**src/rtl/pic_unused_placeholder_removed.sv**
```systemverilog
// module: none; intentionally empty file kept minimal
`timescale 1ns/10ps

```
**src/rtl/pic_pkg.sv**
```systemverilog
// package: constants, types and register map of the priority interrupt controller
//**********************************************************************
// Behaviour
// global enable bit 7 gates every request
// main enable register holds seven source enables
// priority is upper bit and lower bit
// group1 upper priority bits, bits 7:6 reserved
// group1 lower priority bits, bits 7:6 reserved
// lower level never pre-empts running routine
// same level resolved by fixed thirteen-source order
// flags sampled and resolved every machine cycle
// no call if equal/higher level in service
// call only in instruction's final machine cycle
// no call on irq register write or exit
// requests are never latched by controller
// timer overflow flags cleared on vectoring
// external flags cleared only when edge-triggered
// serial and watchdog flags left for software
// call pushes pc without status, loads vector
// fixed vector address for each source
// interrupt exit ends current service routine
// plain subroutine exit keeps service state
// one in-service bit per priority level
//**********************************************************************
package pic_pkg;

    //******************************************************************
    // register map
    //******************************************************************
    localparam logic [7:0] ADDR_IRQ_EN_MAIN = 8'ha8;
    localparam logic [7:0] ADDR_IRQ_EN_AUX = 8'he8;
    localparam logic [7:0] ADDR_PRIO_LOW_G0 = 8'hb8;
    localparam logic [7:0] ADDR_PRIO_HIGH_G0 = 8'hb7;
    localparam logic [7:0] ADDR_PRIO_LOW_G1 = 8'hf8;
    localparam logic [7:0] ADDR_PRIO_HIGH_G1 = 8'hf7;
    localparam logic [7:0] REG_RESET = 8'h00;
    localparam logic [7:0] RD_UNIMPL = 8'hff;
    localparam logic [7:0] G1_RSVD_MASK = 8'hc0;
    localparam int GLOBAL_EN_BIT = 7;

    //******************************************************************
    // timing
    //******************************************************************
    localparam int MCYCLE_CLKS = 4;
    localparam logic [1:0] MCYCLE_LAST = 2'h3;
    localparam int NUM_SRC = 13;
    localparam int NUM_LVL = 4;

    //******************************************************************
    // source order, highest first
    //******************************************************************
    localparam int SRC_EXT0 = 0;
    localparam int SRC_BOD = 1;
    localparam int SRC_WDT = 2;
    localparam int SRC_TMR0 = 3;
    localparam int SRC_TWI = 4;
    localparam int SRC_ADC = 5;
    localparam int SRC_EXT1 = 6;
    localparam int SRC_KBD = 7;
    localparam int SRC_CMP1 = 8;
    localparam int SRC_TMR1 = 9;
    localparam int SRC_CMP2 = 10;
    localparam int SRC_UART = 11;
    localparam int SRC_PWM = 12;

    typedef struct packed {
        logic pwm_brake_flag;
        logic uart_tx_done_flag;
        logic uart_rx_done_flag;
        logic comparator2_flag;
        logic timer1_overflow_flag;
        logic comparator1_flag;
        logic keypad_flag;
        logic ext1_irq_flag;
        logic converter_done_flag;
        logic twowire_flag;
        logic timer0_overflow_flag;
        logic watchdog_irq_flag;
        logic brownout_flag;
        logic ext0_irq_flag;
    } pic_flags_t;

    typedef struct packed {
        logic ext1_clr;
        logic ext0_clr;
        logic timer1_clr;
        logic timer0_clr;
    } pic_clr_t;

    typedef enum logic [1:0] {
        PIC_LVL0 = 2'h0,
        PIC_LVL1 = 2'h1,
        PIC_LVL2 = 2'h2,
        PIC_LVL3 = 2'h3
    } pic_lvl_t;

endpackage

```
**src/rtl/pic_ctrl.sv**
```systemverilog
// module: four-level prioritised interrupt controller beside the core sequencer
`timescale 1ns/10ps
module pic_ctrl (
    input wire logic ref_clk_in,
    input wire logic rst_n_in,
    input wire logic [7:0] sfr_addr_in,
    input wire logic [7:0] sfr_wdata_in,
    input wire logic sfr_wr_in,
    input wire logic sfr_rd_in,
    input wire pic_pkg::pic_flags_t flags_in,
    input wire logic ext0_edge_in,
    input wire logic ext1_edge_in,
    input wire logic last_cycle_in,
    input wire logic irq_exit_instr_in,
    output logic [7:0] sfr_rdata_out,
    output logic sfr_hit_out,
    output logic mcycle_tick_out,
    output logic irq_call_out,
    output logic [15:0] vector_addr_out,
    output logic [3:0] in_service_out,
    output pic_pkg::pic_clr_t flag_clr_out
);

    //******************************************************************
    // reset release
    //******************************************************************
    logic rst_s1_q;
    logic rst_s2_q;
    logic rst_n;

    always_ff @(posedge ref_clk_in or negedge rst_n_in) begin
        if (!rst_n_in) begin
            rst_s1_q <= 1'b0;
            rst_s2_q <= 1'b0;
        end else begin
            rst_s1_q <= 1'b1;
            rst_s2_q <= rst_s1_q;
        end
    end
    assign rst_n = rst_s2_q;

    //******************************************************************
    // machine cycle divider
    //******************************************************************
    logic [1:0] mc_cnt_q;
    logic tick_q;

    always_ff @(posedge ref_clk_in or negedge rst_n) begin
        if (!rst_n) begin
            mc_cnt_q <= 2'h0;
            tick_q <= 1'b0;
        end else begin
            mc_cnt_q <= (mc_cnt_q == pic_pkg::MCYCLE_LAST) ? 2'h0 : mc_cnt_q + 2'h1;
            tick_q <= (mc_cnt_q == pic_pkg::MCYCLE_LAST);
        end
    end

    //******************************************************************
    // registers
    //******************************************************************
    logic [7:0] en_main_q;
    logic [7:0] en_aux_q;
    logic [7:0] plo0_q;
    logic [7:0] phi0_q;
    logic [5:0] plo1_q;
    logic [5:0] phi1_q;
    logic irq_reg_wr;

    function automatic logic is_irq_reg(input logic [7:0] a);
        is_irq_reg = (a == pic_pkg::ADDR_IRQ_EN_MAIN) || (a == pic_pkg::ADDR_IRQ_EN_AUX) ||
                     (a == pic_pkg::ADDR_PRIO_LOW_G0) || (a == pic_pkg::ADDR_PRIO_HIGH_G0) ||
                     (a == pic_pkg::ADDR_PRIO_LOW_G1) || (a == pic_pkg::ADDR_PRIO_HIGH_G1);
    endfunction

    assign irq_reg_wr = sfr_wr_in && is_irq_reg(sfr_addr_in);

    always_ff @(posedge ref_clk_in or negedge rst_n) begin
        if (!rst_n) begin
            en_main_q <= pic_pkg::REG_RESET;
            en_aux_q <= pic_pkg::REG_RESET;
            plo0_q <= pic_pkg::REG_RESET;
            phi0_q <= pic_pkg::REG_RESET;
            plo1_q <= pic_pkg::REG_RESET[5:0];
            phi1_q <= pic_pkg::REG_RESET[5:0];
        end else if (sfr_wr_in) begin
            case (sfr_addr_in)
                pic_pkg::ADDR_IRQ_EN_MAIN: en_main_q <= sfr_wdata_in;
                pic_pkg::ADDR_IRQ_EN_AUX: en_aux_q <= sfr_wdata_in;
                pic_pkg::ADDR_PRIO_LOW_G0: plo0_q <= sfr_wdata_in;
                pic_pkg::ADDR_PRIO_HIGH_G0: phi0_q <= sfr_wdata_in;
                pic_pkg::ADDR_PRIO_LOW_G1: plo1_q <= sfr_wdata_in[5:0];
                pic_pkg::ADDR_PRIO_HIGH_G1: phi1_q <= sfr_wdata_in[5:0];
                default: begin
                end
            endcase
        end
    end

    always_ff @(posedge ref_clk_in or negedge rst_n) begin
        if (!rst_n) begin
            sfr_rdata_out <= pic_pkg::RD_UNIMPL;
            sfr_hit_out <= 1'b0;
        end else if (sfr_rd_in) begin
            sfr_hit_out <= is_irq_reg(sfr_addr_in);
            case (sfr_addr_in)
                pic_pkg::ADDR_IRQ_EN_MAIN: sfr_rdata_out <= en_main_q;
                pic_pkg::ADDR_IRQ_EN_AUX: sfr_rdata_out <= en_aux_q;
                pic_pkg::ADDR_PRIO_LOW_G0: sfr_rdata_out <= plo0_q;
                pic_pkg::ADDR_PRIO_HIGH_G0: sfr_rdata_out <= phi0_q;
                pic_pkg::ADDR_PRIO_LOW_G1: sfr_rdata_out <= pic_pkg::G1_RSVD_MASK | {2'h0, plo1_q};
                pic_pkg::ADDR_PRIO_HIGH_G1: sfr_rdata_out <= pic_pkg::G1_RSVD_MASK | {2'h0, phi1_q};
                default: sfr_rdata_out <= pic_pkg::RD_UNIMPL;
            endcase
        end else begin
            sfr_hit_out <= 1'b0;
        end
    end

    //******************************************************************
    // per-source request, enable and level
    //******************************************************************
    logic [12:0] req;
    logic [12:0] en;
    logic [12:0] hi;
    logic [12:0] lo;

    always_comb begin
        req = '0;
        req[pic_pkg::SRC_EXT0] = flags_in.ext0_irq_flag;
        req[pic_pkg::SRC_BOD] = flags_in.brownout_flag;
        req[pic_pkg::SRC_WDT] = flags_in.watchdog_irq_flag;
        req[pic_pkg::SRC_TMR0] = flags_in.timer0_overflow_flag;
        req[pic_pkg::SRC_TWI] = flags_in.twowire_flag;
        req[pic_pkg::SRC_ADC] = flags_in.converter_done_flag;
        req[pic_pkg::SRC_EXT1] = flags_in.ext1_irq_flag;
        req[pic_pkg::SRC_KBD] = flags_in.keypad_flag;
        req[pic_pkg::SRC_CMP1] = flags_in.comparator1_flag;
        req[pic_pkg::SRC_TMR1] = flags_in.timer1_overflow_flag;
        req[pic_pkg::SRC_CMP2] = flags_in.comparator2_flag;
        req[pic_pkg::SRC_UART] = flags_in.uart_rx_done_flag | flags_in.uart_tx_done_flag;
        req[pic_pkg::SRC_PWM] = flags_in.pwm_brake_flag;
    end

    always_comb begin
        en = '0;
        hi = '0;
        lo = '0;

        en[pic_pkg::SRC_EXT0] = en_main_q[0];
        en[pic_pkg::SRC_TMR0] = en_main_q[1];
        en[pic_pkg::SRC_EXT1] = en_main_q[2];
        en[pic_pkg::SRC_TMR1] = en_main_q[3];
        en[pic_pkg::SRC_UART] = en_main_q[4];
        en[pic_pkg::SRC_BOD] = en_main_q[5];
        en[pic_pkg::SRC_ADC] = en_main_q[6];
        en[pic_pkg::SRC_TWI] = en_aux_q[0];
        en[pic_pkg::SRC_KBD] = en_aux_q[1];
        en[pic_pkg::SRC_CMP1] = en_aux_q[2];
        en[pic_pkg::SRC_CMP2] = en_aux_q[3];
        en[pic_pkg::SRC_WDT] = en_aux_q[4];
        en[pic_pkg::SRC_PWM] = en_aux_q[5];
        hi[pic_pkg::SRC_EXT0] = phi0_q[0];
        hi[pic_pkg::SRC_TMR0] = phi0_q[1];
        hi[pic_pkg::SRC_EXT1] = phi0_q[2];
        hi[pic_pkg::SRC_TMR1] = phi0_q[3];
        hi[pic_pkg::SRC_UART] = phi0_q[4];
        hi[pic_pkg::SRC_BOD] = phi0_q[5];
        hi[pic_pkg::SRC_ADC] = phi0_q[6];
        lo[pic_pkg::SRC_EXT0] = plo0_q[0];
        lo[pic_pkg::SRC_TMR0] = plo0_q[1];
        lo[pic_pkg::SRC_EXT1] = plo0_q[2];
        lo[pic_pkg::SRC_TMR1] = plo0_q[3];
        lo[pic_pkg::SRC_UART] = plo0_q[4];
        lo[pic_pkg::SRC_BOD] = plo0_q[5];
        lo[pic_pkg::SRC_ADC] = plo0_q[6];

        hi[pic_pkg::SRC_TWI] = phi1_q[0];
        hi[pic_pkg::SRC_KBD] = phi1_q[1];
        hi[pic_pkg::SRC_CMP1] = phi1_q[2];
        hi[pic_pkg::SRC_CMP2] = phi1_q[3];
        hi[pic_pkg::SRC_WDT] = phi1_q[4];
        hi[pic_pkg::SRC_PWM] = phi1_q[5];
        lo[pic_pkg::SRC_TWI] = plo1_q[0];
        lo[pic_pkg::SRC_KBD] = plo1_q[1];
        lo[pic_pkg::SRC_CMP1] = plo1_q[2];
        lo[pic_pkg::SRC_CMP2] = plo1_q[3];
        lo[pic_pkg::SRC_WDT] = plo1_q[4];
        lo[pic_pkg::SRC_PWM] = plo1_q[5];
    end

    //******************************************************************
    // resolution
    //******************************************************************
    function automatic logic [15:0] vec_of(input logic [3:0] s);
        case (s)
            4'h0: vec_of = 16'h0003;
            4'h1: vec_of = 16'h002b;
            4'h2: vec_of = 16'h0053;
            4'h3: vec_of = 16'h000b;
            4'h4: vec_of = 16'h0033;
            4'h5: vec_of = 16'h005b;
            4'h6: vec_of = 16'h0013;
            4'h7: vec_of = 16'h003b;
            4'h8: vec_of = 16'h0063;
            4'h9: vec_of = 16'h001b;
            4'ha: vec_of = 16'h0043;
            4'hb: vec_of = 16'h0023;
            4'hc: vec_of = 16'h0073;
            default: vec_of = 16'h0000;
        endcase
    endfunction

    logic [3:0] isr_q;
    logic win_found;
    logic [3:0] win_src;
    logic [1:0] win_lvl;
    logic [1:0] lvl_i;
    logic act_found;
    logic [1:0] act_lvl;
    logic wr_seen_q;
    logic blocked;
    logic may_call;

    always_comb begin
        win_found = 1'b0;
        win_src = 4'h0;
        win_lvl = 2'h0;
        lvl_i = 2'h0;
        for (int i = 0; i < pic_pkg::NUM_SRC; i++) begin
            lvl_i = {hi[i], lo[i]};

            if (req[i] && en[i] && en_main_q[pic_pkg::GLOBAL_EN_BIT]) begin
                // strict compare keeps earlier source on a tie R7
                if (!win_found || (lvl_i > win_lvl)) begin
                    win_found = 1'b1;
                    win_src = 4'(i);
                    win_lvl = lvl_i;
                end
            end
        end
    end

    always_comb begin
        act_found = 1'b0;
        act_lvl = 2'h0;
        for (int l = 0; l < pic_pkg::NUM_LVL; l++) begin
            if (isr_q[l]) begin
                act_found = 1'b1;
                act_lvl = 2'(l);
            end
        end
    end

    // register writes during the instruction hold off the call
    always_ff @(posedge ref_clk_in or negedge rst_n) begin
        if (!rst_n) begin
            wr_seen_q <= 1'b0;
        end else if (irq_reg_wr) begin
            wr_seen_q <= 1'b1;
        end else if (tick_q && last_cycle_in) begin
            wr_seen_q <= 1'b0;
        end
    end

    assign blocked = wr_seen_q || irq_reg_wr || irq_exit_instr_in;

    assign may_call = tick_q && last_cycle_in && !blocked && win_found &&
                      (!act_found || (win_lvl > act_lvl));

    //******************************************************************
    // in-service tracking
    //******************************************************************
    always_ff @(posedge ref_clk_in or negedge rst_n) begin
        if (!rst_n) begin
            isr_q <= 4'h0;
        end else if (may_call) begin
            isr_q[win_lvl] <= 1'b1;
        end else if (tick_q && last_cycle_in && irq_exit_instr_in && act_found) begin
            isr_q[act_lvl] <= 1'b0;
        end
    end

    //******************************************************************
    // call and flag clearing
    //******************************************************************
    always_ff @(posedge ref_clk_in or negedge rst_n) begin
        if (!rst_n) begin
            irq_call_out <= 1'b0;
            vector_addr_out <= 16'h0000;
            flag_clr_out <= '0;
        end else begin
            irq_call_out <= may_call;
            flag_clr_out.timer0_clr <= may_call && (win_src == 4'(pic_pkg::SRC_TMR0));
            flag_clr_out.timer1_clr <= may_call && (win_src == 4'(pic_pkg::SRC_TMR1));
            flag_clr_out.ext0_clr <= may_call && ext0_edge_in && (win_src == 4'(pic_pkg::SRC_EXT0));
            flag_clr_out.ext1_clr <= may_call && ext1_edge_in && (win_src == 4'(pic_pkg::SRC_EXT1));
            if (may_call) begin
                vector_addr_out <= vec_of(win_src);
            end
        end
    end

    always_ff @(posedge ref_clk_in or negedge rst_n) begin
        if (!rst_n) begin
            mcycle_tick_out <= 1'b0;
            in_service_out <= 4'h0;
        end else begin
            mcycle_tick_out <= tick_q;
            in_service_out <= isr_q;
        end
    end

endmodule

```
**config.mk**
```make
export PLATFORM = sky130hd
export DESIGN_NAME = pic_ctrl
export DESIGN_NICKNAME = d
export VERILOG_FILES = /design/src/rtl/pic_unused_placeholder_removed.sv /design/src/rtl/pic_pkg.sv /design/src/rtl/pic_ctrl.sv
export SDC_FILE = /design/constraint.sdc
export NUM_CORES = 1
export LEC_CHECK = 0
export ABC_CLOCK_PERIOD_IN_PS = 2890
export BUFFER_PORTS_ARGS = -buffer_cell sky130_fd_sc_hd__buf_2
export CAP_MARGIN = 20
export CORE_ASPECT_RATIO = 0.8
export CORE_MARGIN = 2
export CORE_UTILIZATION = 47
export CTS_BUF_LIST = sky130_fd_sc_hd__clkbuf_8 sky130_fd_sc_hd__clkbuf_16
export CTS_CLUSTER_SIZE = 25
export DETAILED_ROUTE_END_ITERATION = 8
export GPL_TIMING_DRIVEN = 0
export PLACE_DENSITY = 0.7
export SYNTH_ARGS = -nofsm -noshare
export SYNTH_HDL_FRONTEND = slang
export SYNTH_SLANG_ARGS = --single-unit
export TNS_END_PERCENT = 30
```
**constraint.sdc**
```tcl
create_clock -name ref_clk_in -period 2.89 [get_ports ref_clk_in]
set_clock_uncertainty 0.05 [all_clocks]
set_input_delay 0.1445 -clock ref_clk_in [delete_from_list [all_inputs] [get_ports ref_clk_in]]
set_output_delay 0.1445 -clock ref_clk_in [all_outputs]
set_load 0.01 [all_outputs]
```
==> results of run 1 <==
kinds of logic after synthesis:
kind of cell	Yosys count	synth area share
compound gates	122	0.176
mux	57	0.131
other cells	2	0.00156
fa+ha+maj	29	0.0751
simple gates	162	0.159
buf+inv	51	0.0485
flops	78	0.409
what timing repair did:
action / in CTS / in global routing
hold endpoints to repair: 4 / 0
hold buffers: 3 / 0
setup buffers: 77 / 13
endpoints found under the setup margin: 14 / 14
pin swaps: 56 / 45
cloned: 0 / 0
gates resized for setup: 52 / 33
worst max-delay path by stage:
stage / cells after the start / endpoint / slack (ps) / start
2_1_floorplan: 83 / flag_clr_out[2] / -11020 / en_main_q[7]
3_3_place_gp: 84 / flag_clr_out[2] / -12470 / en_main_q[7]
3_5_place_dp: 85 / flag_clr_out[2] / -12740 / en_main_q[7]
4_1_cts: 86 / vector_addr_out[3] / -11390 / en_main_q[7]
5_1_grt: 86 / vector_addr_out[6] / -12360 / en_main_q[0]
6_report: 86 / vector_addr_out[6] / -11820 / en_main_q[0]
registers in the layout, indices dropped and copies added, names as in the netlist, 2 cells and up:
| name | cells |
|---|---|
| plo1_q | 6 |
| isr_q | 4 |
| en_main_q | 8 |
| in_service_out | 4 |
| phi1_q | 6 |
| vector_addr_out | 5 |
| flag_clr_out | 4 |
| sfr_rdata_out | 8 |
| phi0_q | 8 |
| en_aux_q | 8 |
| plo0_q | 8 |
| mc_cnt_q | 2 |
layout make-up:
cell class / count / area (sq um)
fillers: 719 / 2790
inverters: 26 / 97.6
plain buffers: 24 / 131
flip-flops and latches: 78 / 1970
well taps: 136 / 170
clock inverters: 5 / 41.3
multi-input cells: 381 / 3280
repair buffers: 152 / 1030
clock buffers: 11 / 253
worst register-to-register path, delay by kind of cell (launching register included):
| kind | cells | cell delay [ps] |
|---|---|---|
| adders and majority gates | 15 | 3870 |
| AOI/OAI and AO/OA | 34 | 5500 |
| DFF | 1 | 400 |
| and+or+nand+nor | 29 | 3360 |
| muxes | 3 | 970 |
| buffers and inverters | 5 | 440 |
layer usage:
metal / up-vias / share of wire / track usage
met5: - / 0 / 0
met4: 0 / 0.029 / 0.109
met3: 47 / 0.077 / 0.0738
met2: 230 / 0.47 / 0.468
met1: 2346 / 0.42 / 0.391
li1: 2120 / - / -
cell usage in the layout (no fill, tap or decap), drive strengths merged, types with 4 or more instances in the layout:
| cell type | count |
|---|---|
| dfstp | 8 |
| o21ai | 36 |
| a31oi | 7 |
| nor2b | 12 |
| and3 | 6 |
| a221oi | 4 |
| dfrtp | 70 |
| a21oi | 24 |
| conb | 11 |
| buf | 160 |
| nor2 | 35 |
| nor3 | 8 |
| inv | 28 |
| mux2 | 48 |
| and2 | 8 |
| clkbuf | 24 |
| nand2 | 67 |
| mux2i | 9 |
| a21o | 7 |
| o21a | 4 |
| a22oi | 9 |
| ha | 27 |
| nand3 | 10 |
power by group through the flow:
stage	sequential [W]	clock, W	combinational [W]
finish	0.00119	0.00114	0.000376
CTS	0.00119	0.00114	0.000331
detailed placement	0.00120	0	0.000288
global route	0.00120	0.00119	0.000408
floorplan	0.00120	0	0.000183
global placement	0.00122	0	0.000259
stage by stage:
| step | total power [W] | setup slack, ps |
|---|---|---|
| final | 0.00271 | -11820 |
| after global routing | 0.00280 | -12360 |
| after CTS | 0.00266 | -11390 |
| after detailed placement | 0.00149 | -12740 |
| after global placement | 0.00148 | -12470 |
| after floorplan | 0.00139 | -11020 |
==> flow_results.xml, run 1 <==
<?xml version="1.0" encoding="UTF-8"?>
<metrics>
  <group name="outcome">
    <metric name="status" unit="">complete, but fails checks</metric>
    <metric name="violations" unit="">setup timing</metric>
  </group>
  <group name="setup_path">
    <metric name="crit_top_cell" unit="">sky130_fd_sc_hd__ha_4</metric>
    <metric name="critPathSlowestCell" unit="">sky130_fd_sc_hd__dfrtp_1</metric>
    <metric name="worst_path_dominant_cell_family" unit="">compound AO/OA/AOI/OAI gates</metric>
    <metric name="worst-setup-path-type" unit="">reg -&gt; reg</metric>
    <metric name="reg2regPathDepth" unit="">86</metric>
    <metric name="critical_path.max_fanout" unit="">10</metric>
    <metric name="reg2reg_to" unit="">vector_addr_out[6]</metric>
    <metric name="required" unit="ps">3060</metric>
    <metric name="timing.reg2reg.setup_slack" unit="ps">-11820</metric>
    <metric name="critical-path-max-stage-delay" unit="ps">400</metric>
    <metric name="critical_path.n_buffers_inverters" unit="">5</metric>
    <metric name="critical_path.endpoint_type" unit="">register</metric>
    <metric name="reg2reg_from" unit="">en_main_q[0]</metric>
    <metric name="startpoint_type" unit="">register</metric>
    <metric name="crit_arrival" unit="ps">14880</metric>
  </group>
  <group name="clocking">
    <metric name="ctsRootBufferMaster" unit="">sky130_fd_sc_hd__clkbuf_16</metric>
    <metric name="cts_buffer_depth" unit="">2</metric>
    <metric name="htreeDepth" unit="">3</metric>
    <metric name="cts_tree" unit="">done</metric>
    <metric name="cts_inserted_buffers" unit="">9</metric>
    <metric name="clkTransAtPathRegs" unit="ps">60</metric>
    <metric name="clock-sinks" unit="">78</metric>
    <metric name="worstSkewPairLatency" unit="ps">350</metric>
  </group>
  <group name="placement">
    <metric name="port-buffer-count" unit="">60</metric>
    <metric name="hpwl" unit="um">9500</metric>
    <metric name="instance_area_after_placement" unit="sq um">5600</metric>
    <metric name="numPlacedInstances" unit="">707</metric>
    <metric name="finalWeightedCongestion" unit="">0.892</metric>
  </group>
  <group name="logic_synthesis">
    <metric name="syn_area" unit="sq um">4800</metric>
    <metric name="synth.ff_latch_count" unit="">78</metric>
    <metric name="netlist-cell-type-count" unit="">64</metric>
    <metric name="avgSynthCellArea" unit="sq um">9.58</metric>
    <metric name="synth_edf_count" unit="">0</metric>
    <metric name="synth_seq_area_share" unit="">0.409</metric>
    <metric name="synth.top_cells.by_area" unit="">sky130_fd_sc_hd__dfrtp_1, sky130_fd_sc_hd__mux2_2, sky130_fd_sc_hd__ha_1</metric>
    <metric name="yosysWarnings" unit="">0</metric>
    <metric name="library_cell_with_the_highest_instance_count_after_synthesis" unit="">sky130_fd_sc_hd__dfrtp_1</metric>
    <metric name="biggest_area_consumer_among_synthesized_cells" unit="">sky130_fd_sc_hd__dfrtp_1</metric>
    <metric name="synth_async_sr_flop_share" unit="">1.00</metric>
    <metric name="synth_top_area_share" unit="">0.365</metric>
    <metric name="syn-instance-count" unit="">501</metric>
    <metric name="synth.top_cells.by_count" unit="">sky130_fd_sc_hd__dfrtp_1, sky130_fd_sc_hd__nand2_1, sky130_fd_sc_hd__mux2_2</metric>
    <metric name="dominant_synthesized_flop_cell" unit="">sky130_fd_sc_hd__dfrtp_1</metric>
  </group>
  <group name="finish">
    <metric name="area_growth" unit="%">45.4</metric>
    <metric name="drive_gt1_frac" unit="">0.502</metric>
    <metric name="stdcell_count" unit="">813</metric>
    <metric name="nNetsFinal" unit="">737</metric>
    <metric name="antenna_cells_inserted" unit="">0</metric>
    <metric name="layout.core_utilization" unit="">0.714</metric>
    <metric name="final_area" unit="sq um">6980</metric>
  </group>
  <group name="sta">
    <metric name="max_freq" unit="MHz">68.0</metric>
    <metric name="drv_slew" unit="">0</metric>
    <metric name="tightestPinTransition" unit="ps">1020</metric>
    <metric name="slew_headroom" unit="">0.319</metric>
    <metric name="fin_setup_tns" unit="ps">-163940</metric>
    <metric name="final_critical_period" unit="ps">14710</metric>
    <metric name="hold_viol_final" unit="">0</metric>
    <metric name="setup_viol" unit="">14</metric>
    <metric name="finalCritPeriodShare" unit="">5.09</metric>
    <metric name="hold_slack" unit="ps">29.7</metric>
    <metric name="grt_setup_unrepaired" unit="">yes</metric>
    <metric name="layout_setup_ws" unit="ps">-11820</metric>
  </group>
  <group name="power_and_ir_drop">
    <metric name="p_seq_frac" unit="">0.441</metric>
    <metric name="power.switching_fraction" unit="">0.281</metric>
    <metric name="powerDensity" unit="nW/um^2">388</metric>
    <metric name="power.share.clock" unit="">0.420</metric>
    <metric name="pwr-share-comb" unit="">0.139</metric>
    <metric name="vdd_drop_max" unit="mV">0.288</metric>
    <metric name="cell_internal_pwr" unit="W">0.00195</metric>
    <metric name="pleak" unit="nW">3.32</metric>
    <metric name="total_net_switching_power" unit="W">0.000759</metric>
  </group>
  <group name="job">
    <metric name="maxCapViolCount" unit="">0</metric>
  </group>
  <group name="floorplanning">
    <metric name="floorplan.die.width" unit="um">117</metric>
    <metric name="ios" unit="">73</metric>
    <metric name="die-height" unit="um">94.4</metric>
    <metric name="starting_density_of_the_core" unit="">0.491</metric>
    <metric name="core-area" unit="sq um">9770</metric>
    <metric name="rows" unit="">32</metric>
    <metric name="die_area" unit="sq um">11000</metric>
  </group>
  <group name="global_route">
    <metric name="grt_start_max_net_pins" unit="">54</metric>
    <metric name="grt_overflow" unit="">0</metric>
    <metric name="first_global_vias" unit="">4732</metric>
    <metric name="grt_pass1_wl" unit="um">24400</metric>
    <metric name="antenna_found_initial" unit="">0</metric>
    <metric name="grt_use_total" unit="">0.294</metric>
  </group>
  <group name="min_path">
    <metric name="hold-path-endpoint" unit="">plo0_q[7]</metric>
    <metric name="hold_class" unit="">in -&gt; reg</metric>
    <metric name="hold_depth" unit="">2</metric>
    <metric name="min_from" unit="">sfr_wdata_in[7]</metric>
  </group>
  <group name="route">
    <metric name="drt_iter0_drc" unit="">356</metric>
    <metric name="dr_total_vias" unit="">4743</metric>
    <metric name="drt_pass1_iterations" unit="">5</metric>
    <metric name="antenna_violating_nets_post_route" unit="">0</metric>
    <metric name="avgViaCountPerCell" unit="">5.83</metric>
    <metric name="detail_route.wirelength" unit="um">16000</metric>
    <metric name="drc" unit="">0</metric>
    <metric name="routedWlPerCell" unit="um">19.7</metric>
  </group>
</metrics>
Power figures use the tool's default switching activity.
==> run 2, diff against run 1 <==
--- a/config.mk
+++ b/config.mk
@@ -16,6 +16,7 @@
 export DETAILED_ROUTE_END_ITERATION = 8
 export GPL_TIMING_DRIVEN = 0
 export PLACE_DENSITY = 0.7
+export SKIP_LAST_GASP = 1
 export SYNTH_ARGS = -nofsm -noshare
 export SYNTH_HDL_FRONTEND = slang
 export SYNTH_SLANG_ARGS = --single-unit
==> run 2 against run 1 <==
Compared with the run above:
- the flow still finishes with violations (setup timing)
- clock power barely moved
- clock-buffer cell count is the same
- via count down 0.59%
- critical path depth did not move
- setup slack gained 73 ps
- sequential cell count is the same
- maximum frequency rose by 0.50%
- utilization is 0.090 points lower
- worst hold slack lost 12 ps
- first-iteration DRC count grew 6.5%
- total power is 0.21% higher
- critical endpoint unchanged
- largest cell class unchanged
==> flow_results.xml, run 2 (synthesis results as in run 1) <==
<?xml version="1.0" encoding="UTF-8"?>
<metrics>
  <group name="clocking">
    <metric name="clock-sinks" unit="">78</metric>
    <metric name="worstSkewPairLatency" unit="ps">360</metric>
    <metric name="cts_tree" unit="">done</metric>
    <metric name="ctsRootBufferMaster" unit="">sky130_fd_sc_hd__clkbuf_16</metric>
    <metric name="cts_inserted_buffers" unit="">9</metric>
    <metric name="cts_buffer_depth" unit="">2</metric>
    <metric name="htreeDepth" unit="">3</metric>
    <metric name="clkTransAtPathRegs" unit="ps">60</metric>
  </group>
  <group name="floorplanning">
    <metric name="ios" unit="">73</metric>
    <metric name="rows" unit="">32</metric>
    <metric name="core-area" unit="sq um">9770</metric>
    <metric name="starting_density_of_the_core" unit="">0.491</metric>
    <metric name="floorplan.die.width" unit="um">117</metric>
    <metric name="die_area" unit="sq um">11000</metric>
    <metric name="die-height" unit="um">94.4</metric>
  </group>
  <group name="finish">
    <metric name="nNetsFinal" unit="">736</metric>
    <metric name="drive_gt1_frac" unit="">0.500</metric>
    <metric name="commonest_non_fill_non_tap_cells_in_the_layout" unit="">sky130_fd_sc_hd__buf_4, sky130_fd_sc_hd__dfrtp_1, sky130_fd_sc_hd__buf_2, sky130_fd_sc_hd__nand2_1, sky130_fd_sc_hd__mux2_2</metric>
    <metric name="layout.core_utilization" unit="">0.713</metric>
    <metric name="fill_cells" unit="">722</metric>
    <metric name="area_growth" unit="%">45.2</metric>
    <metric name="layout.cells.most_common" unit="">sky130_fd_sc_hd__buf_4</metric>
  </group>
  <group name="setup_path">
    <metric name="crit_path_end" unit="">vector_addr_out[6]</metric>
    <metric name="critical_path.max_fanout" unit="">10</metric>
    <metric name="reg2reg_to" unit="">vector_addr_out[6]</metric>
    <metric name="reg2regPathDepth" unit="">86</metric>
    <metric name="required" unit="ps">3070</metric>
    <metric name="critical_path.n_buffers_inverters" unit="">5</metric>
    <metric name="critical-path-max-stage-delay" unit="ps">400</metric>
    <metric name="reg2reg_from" unit="">en_main_q[0]</metric>
    <metric name="worst-setup-path-type" unit="">reg -&gt; reg</metric>
    <metric name="timing.reg2reg.setup_slack" unit="ps">-11740</metric>
    <metric name="crit_arrival" unit="ps">14810</metric>
    <metric name="startpoint_type" unit="">register</metric>
    <metric name="critical_path.endpoint_type" unit="">register</metric>
    <metric name="timing_startpoint_of_the_critical_path" unit="">en_main_q[0]</metric>
    <metric name="worst_path_dominant_cell_family" unit="">compound AO/OA/AOI/OAI gates</metric>
    <metric name="crit_cells" unit="">86</metric>
    <metric name="critPathSlowestCell" unit="">sky130_fd_sc_hd__dfrtp_1</metric>
    <metric name="crit_top_cell" unit="">sky130_fd_sc_hd__ha_4</metric>
  </group>
  <group name="route">
    <metric name="routedWlPerCell" unit="um">19.7</metric>
    <metric name="routed-wl-met3" unit="um">1270</metric>
    <metric name="drt-met1-wl" unit="um">6740</metric>
    <metric name="avgViaCountPerCell" unit="">5.80</metric>
    <metric name="detail_route.wirelength" unit="um">16000</metric>
    <metric name="antenna_violating_nets_post_route" unit="">0</metric>
    <metric name="drt_pass1_iterations" unit="">5</metric>
    <metric name="met2_length" unit="um">7480</metric>
    <metric name="top_layer" unit="">met4</metric>
    <metric name="drc" unit="">0</metric>
    <metric name="dr_total_vias" unit="">4715</metric>
    <metric name="drt_iter0_drc" unit="">379</metric>
  </group>
  <group name="outcome">
    <metric name="violations" unit="">setup timing</metric>
    <metric name="status" unit="">complete, but fails checks</metric>
  </group>
  <group name="sta">
    <metric name="finalCritPeriodShare" unit="">5.06</metric>
    <metric name="layout_setup_ws" unit="ps">-11740</metric>
    <metric name="hold_viol_final" unit="">0</metric>
    <metric name="drv_slew" unit="">0</metric>
    <metric name="tightestPinTransition" unit="ps">1010</metric>
    <metric name="slew_headroom" unit="">0.325</metric>
    <metric name="final_critical_period" unit="ps">14630</metric>
    <metric name="hold_slack" unit="ps">17.6</metric>
    <metric name="setup_viol" unit="">14</metric>
    <metric name="grt_setup_unrepaired" unit="">yes</metric>
    <metric name="max_freq" unit="MHz">68.3</metric>
  </group>
  <group name="global_route">
    <metric name="grt_overflow" unit="">0</metric>
    <metric name="grt_use_total" unit="">0.294</metric>
    <metric name="antenna_found_initial" unit="">0</metric>
    <metric name="first_global_vias" unit="">4732</metric>
    <metric name="grt_start_max_net_pins" unit="">54</metric>
    <metric name="grt_pass1_wl" unit="um">24400</metric>
  </group>
  <group name="power_and_ir_drop">
    <metric name="vdd_drop_max" unit="mV">0.288</metric>
    <metric name="powerDensity" unit="nW/um^2">389</metric>
    <metric name="pleak" unit="nW">3.31</metric>
  </group>
  <group name="job">
    <metric name="maxCapViolCount" unit="">0</metric>
  </group>
  <group name="min_path">
    <metric name="hold_class" unit="">in -&gt; reg</metric>
  </group>
  <group name="placement">
    <metric name="hpwl" unit="um">9500</metric>
    <metric name="place_ws" unit="ps">-12740</metric>
    <metric name="finalWeightedCongestion" unit="">0.892</metric>
    <metric name="port-buffer-count" unit="">60</metric>
  </group>
</metrics>
[run 2: report_power, final]
part | switching [W] | internal, W | leakage [nW] | total [W]
Combinational | 0.000204 | 0.000171 | 2.15 | 0.000375
Clock | 0.000506 | 0.000638 | 0.144 | 0.00114
Sequential | 0.0000558 | 0.00114 | 1.02 | 0.00119
[run 2: area by class of cell]
class	count	area, sq um	area share
clock buffers	11	253	0.0363
inverters	26	97.6	0.0140
multi-input cells	381	3280	0.471
clock inverters	5	41.3	0.00593
diodes	1	2.50	0.000359
well taps	136	170	0.0244
repair buffers	151	1030	0.147
flip-flops and latches	78	1970	0.282
plain buffers	24	131	0.0189
[run 2: worst min path at each step]
| stage | startpoint | depth (start not counted) | slack [ps] | to |
|---|---|---|---|---|
| final | sfr_wdata_in[7] | 2 | 20 | plo0_q[7] |
| after global routing | sfr_wdata_in[7] | 2 | 30 | plo0_q[7] |
| after CTS | sfr_wdata_in[7] | 2 | 30 | plo0_q[7] |
| after detailed placement | rst_n_in | 1 | -120 | rst_s1_q |
| after global placement | rst_n_in | 1 | -120 | rst_s1_q |
| after floorplan | rst_n_in | 0 | -200 | rst_n |
[run 2: metrics by stage]
step	power, W	cell area [sq um]	std cells	setup TNS (ps)
3_5_place_dp	0.00149	5600	707	-176640
5_1_grt	0.00280	6970	812	-170750
6_report	0.00271	6970	813	-162960
3_3_place_gp	0.00148	5560	706	-195550
4_1_cts	0.00266	6730	802	-158060
2_1_floorplan	0.00139	5090	510	-152620
[run 2: routing by layer]
layer	global-route usage	vias up
li1	-	2113
met1	0.391	2334
met2	0.468	215
met3	0.0738	53
met4	0.109	0
met5	0	-
[run 2: what timing repair did]
| item | 4_1_cts | 5_1_grt |
|---|---|---|
| resized for setup | 49 | 32 |
| setup buffers | 77 | 12 |
| endpoints found under the setup margin | 14 | 14 |
| pin swaps | 55 | 45 |
| hold buffers | 3 | 0 |
| hold endpoints to repair | 4 | 0 |
==> run 3, diff against run 2 <==
--- a/config.mk
+++ b/config.mk
@@ -9,13 +9,15 @@
 export BUFFER_PORTS_ARGS = -buffer_cell sky130_fd_sc_hd__buf_2
 export CAP_MARGIN = 20
 export CORE_ASPECT_RATIO = 0.8
-export CORE_MARGIN = 2
+export CORE_MARGIN = 1.5
 export CORE_UTILIZATION = 47
 export CTS_BUF_LIST = sky130_fd_sc_hd__clkbuf_8 sky130_fd_sc_hd__clkbuf_16
 export CTS_CLUSTER_SIZE = 25
 export DETAILED_ROUTE_END_ITERATION = 8
 export GPL_TIMING_DRIVEN = 0
 export PLACE_DENSITY = 0.7
+export REMOVE_ABC_BUFFERS = 1
+export SETUP_SLACK_MARGIN = 0.05
 export SKIP_LAST_GASP = 1
 export SYNTH_ARGS = -nofsm -noshare
 export SYNTH_HDL_FRONTEND = slang
==> run 3 against run 2 <==
Compared with the run above:
- utilization increased by 5.8 points
- worst hold slack improved by 23 ps
- clock power grew 18%
- maximum frequency is 5.6% lower
- die area decreased by 1.9%
- non-clock buffer count is 50 higher
- clock-buffer cell count shrank 2
- critical path depth shrank 2
- largest cell class unchanged
- the flow finishes with violations (capacitance limit, slew limit, setup timing)
- sequential cell count stayed put
==> flow_results.xml, run 3 (synthesis results as in run 1) <==
<?xml version="1.0" encoding="UTF-8"?>
<metrics>
  <group name="sta">
    <metric name="tightestPinTransition" unit="ps">1730</metric>
    <metric name="layout_setup_ws" unit="ps">-12610</metric>
    <metric name="max_freq" unit="MHz">64.5</metric>
    <metric name="finalCritPeriodShare" unit="">5.36</metric>
    <metric name="setup_viol" unit="">14</metric>
    <metric name="slew_headroom" unit="">-0.163</metric>
    <metric name="hold_viol_final" unit="">0</metric>
    <metric name="drv_slew" unit="">5</metric>
    <metric name="grt_setup_unrepaired" unit="">yes</metric>
    <metric name="final_critical_period" unit="ps">15500</metric>
  </group>
  <group name="route">
    <metric name="drt_iter0_drc" unit="">863</metric>
    <metric name="drt_pass1_iterations" unit="">7</metric>
    <metric name="routedWlPerCell" unit="um">25.3</metric>
    <metric name="antenna_violating_nets_post_route" unit="">0</metric>
    <metric name="detail_route.wirelength" unit="um">21800</metric>
    <metric name="dr_total_vias" unit="">5746</metric>
    <metric name="drc" unit="">0</metric>
    <metric name="avgViaCountPerCell" unit="">6.67</metric>
  </group>
  <group name="setup_path">
    <metric name="worst-setup-path-type" unit="">reg -&gt; reg</metric>
    <metric name="crit_path_end" unit="">flag_clr_out[3]</metric>
    <metric name="reg2reg_from" unit="">en_main_q[7]</metric>
    <metric name="reg2reg_to" unit="">flag_clr_out[3]</metric>
    <metric name="required" unit="ps">3100</metric>
    <metric name="timing_startpoint_of_the_critical_path" unit="">en_main_q[7]</metric>
    <metric name="timing.reg2reg.setup_slack" unit="ps">-12610</metric>
    <metric name="reg2regPathDepth" unit="">84</metric>
    <metric name="critical_path.endpoint_type" unit="">register</metric>
    <metric name="startpoint_type" unit="">register</metric>
    <metric name="critical_path.max_fanout" unit="">7</metric>
    <metric name="critical-path-max-stage-delay" unit="ps">430</metric>
    <metric name="crit_arrival" unit="ps">15720</metric>
    <metric name="crit_top_cell" unit="">sky130_fd_sc_hd__ha_4</metric>
    <metric name="critPathSlowestCell" unit="">sky130_fd_sc_hd__dfrtp_4</metric>
  </group>
  <group name="floorplanning">
    <metric name="core-area" unit="sq um">9770</metric>
    <metric name="starting_density_of_the_core" unit="">0.491</metric>
    <metric name="die_area" unit="sq um">10800</metric>
    <metric name="rows" unit="">32</metric>
    <metric name="die-height" unit="um">93.4</metric>
    <metric name="floorplan.die.width" unit="um">116</metric>
    <metric name="ios" unit="">73</metric>
  </group>
  <group name="clocking">
    <metric name="htreeDepth" unit="">3</metric>
    <metric name="clock-sinks" unit="">78</metric>
    <metric name="clkTransAtPathRegs" unit="ps">60</metric>
    <metric name="worstSkewPairLatency" unit="ps">340</metric>
    <metric name="ctsRootBufferMaster" unit="">sky130_fd_sc_hd__clkbuf_16</metric>
    <metric name="cts_buffer_depth" unit="">2</metric>
    <metric name="cts_inserted_buffers" unit="">9</metric>
    <metric name="cts_tree" unit="">done</metric>
  </group>
  <group name="placement">
    <metric name="hpwl" unit="um">9040</metric>
    <metric name="port-buffer-count" unit="">62</metric>
    <metric name="finalWeightedCongestion" unit="">0.950</metric>
    <metric name="numPlacedInstances" unit="">685</metric>
  </group>
  <group name="global_route">
    <metric name="antenna_found_initial" unit="">0</metric>
    <metric name="grt_use_total" unit="">0.367</metric>
    <metric name="grt_pass1_wl" unit="um">29600</metric>
    <metric name="first_global_vias" unit="">5457</metric>
    <metric name="grt_overflow" unit="">0</metric>
    <metric name="grt_start_max_net_pins" unit="">54</metric>
  </group>
  <group name="finish">
    <metric name="commonest_non_fill_non_tap_cells_in_the_layout" unit="">sky130_fd_sc_hd__buf_4, sky130_fd_sc_hd__dfrtp_1, sky130_fd_sc_hd__buf_2, sky130_fd_sc_hd__nand2_1, sky130_fd_sc_hd__mux2_2</metric>
    <metric name="layout.cells.most_common" unit="">sky130_fd_sc_hd__buf_4</metric>
    <metric name="antenna_cells_inserted" unit="">0</metric>
    <metric name="layout.core_utilization" unit="">0.771</metric>
    <metric name="stdcell_count" unit="">862</metric>
    <metric name="area_growth" unit="%">56.9</metric>
    <metric name="nNetsFinal" unit="">786</metric>
    <metric name="drive_gt1_frac" unit="">0.572</metric>
  </group>
  <group name="power_and_ir_drop">
    <metric name="vdd_drop_max" unit="mV">0.338</metric>
    <metric name="powerDensity" unit="nW/um^2">389</metric>
    <metric name="pleak" unit="nW">3.61</metric>
  </group>
  <group name="min_path">
    <metric name="hold_depth" unit="">2</metric>
    <metric name="hold_class" unit="">in -&gt; reg</metric>
  </group>
  <group name="outcome">
    <metric name="status" unit="">complete, but fails checks</metric>
    <metric name="violations" unit="">capacitance limit, slew limit, setup timing</metric>
  </group>
  <group name="job">
    <metric name="maxCapViolCount" unit="">1</metric>
  </group>
</metrics>
## run 3: timing repair
action / 4_1_cts / 5_1_grt
resized for setup: 91 / 66
hold endpoints to repair: 2 / 0
hold buffers: 1 / 0
pin swaps: 65 / 69
buffers inserted: 143 / 21
setup endpoints to repair: 14 / 14
## run 3: how the worst min path moves through the flow
stage / start / to / slack, ps
final: sfr_wdata_in[7] / en_main_q[7] / 40
after global routing: ext0_edge_in / flag_clr_out[2] / 40
after CTS: ext1_edge_in / flag_clr_out[3] / 5
after detailed placement: rst_n_in / rst_s1_q / -120
after global placement: rst_n_in / rst_s1_q / -120
after floorplan: rst_n_in / rst_n / -200
## run 3: power by group
group	leakage, nW	switching [W]	total, W	internal [W]
combinational	2.43	0.000221	0.000387	0.000166
sequential	1.02	0.0000600	0.00120	0.00114
clock	0.166	0.000495	0.00134	0.000849
total	3.61	0.000776	0.00293	0.00215
## run 3: cell type report
cell class,count,area [sq um]
clock buffers,9,225
clock inverters,7,120
fillers,501,2240
inverters,26,97.6
multi-input cells,381,3370
flip-flops and latches,78,1970
well taps,136,170
repair buffers,225,1580
## run 3: through the flow
step / cell area, sq um / total power [W] / hold slack [ps] / setup TNS, ps / setup WS, ps
floorplan: 4700 / 0.00134 / -201 / -169690 / -12300
global placement: 5180 / 0.00143 / -120 / -246890 / -14700
detailed placement: 5230 / 0.00145 / -119 / -209600 / -15180
CTS: 7050 / 0.00282 / 5.21 / -159850 / -11530
global route: 7530 / 0.00300 / 37.7 / -180120 / -12990
finish: 7530 / 0.00293 / 40.7 / -174910 / -12610
## run 3: worst max-delay path, delay by kind of cell, from the launching register on
kind,cells,cell delay (ps)
fa+ha+maj,15,3890
mux,2,680
flops,1,430
simple gates,27,3600
buf+inv,7,850
compound gates,33,5900
## run 3: per-layer routing
metal  up-vias  routed length, um  GRT usage
met1      2691               7690      0.436
met4         0               1960      0.243
li1       2223                  -          -
met5         -                  0          0
met2       599               9410      0.576
met3       233               2770      0.109
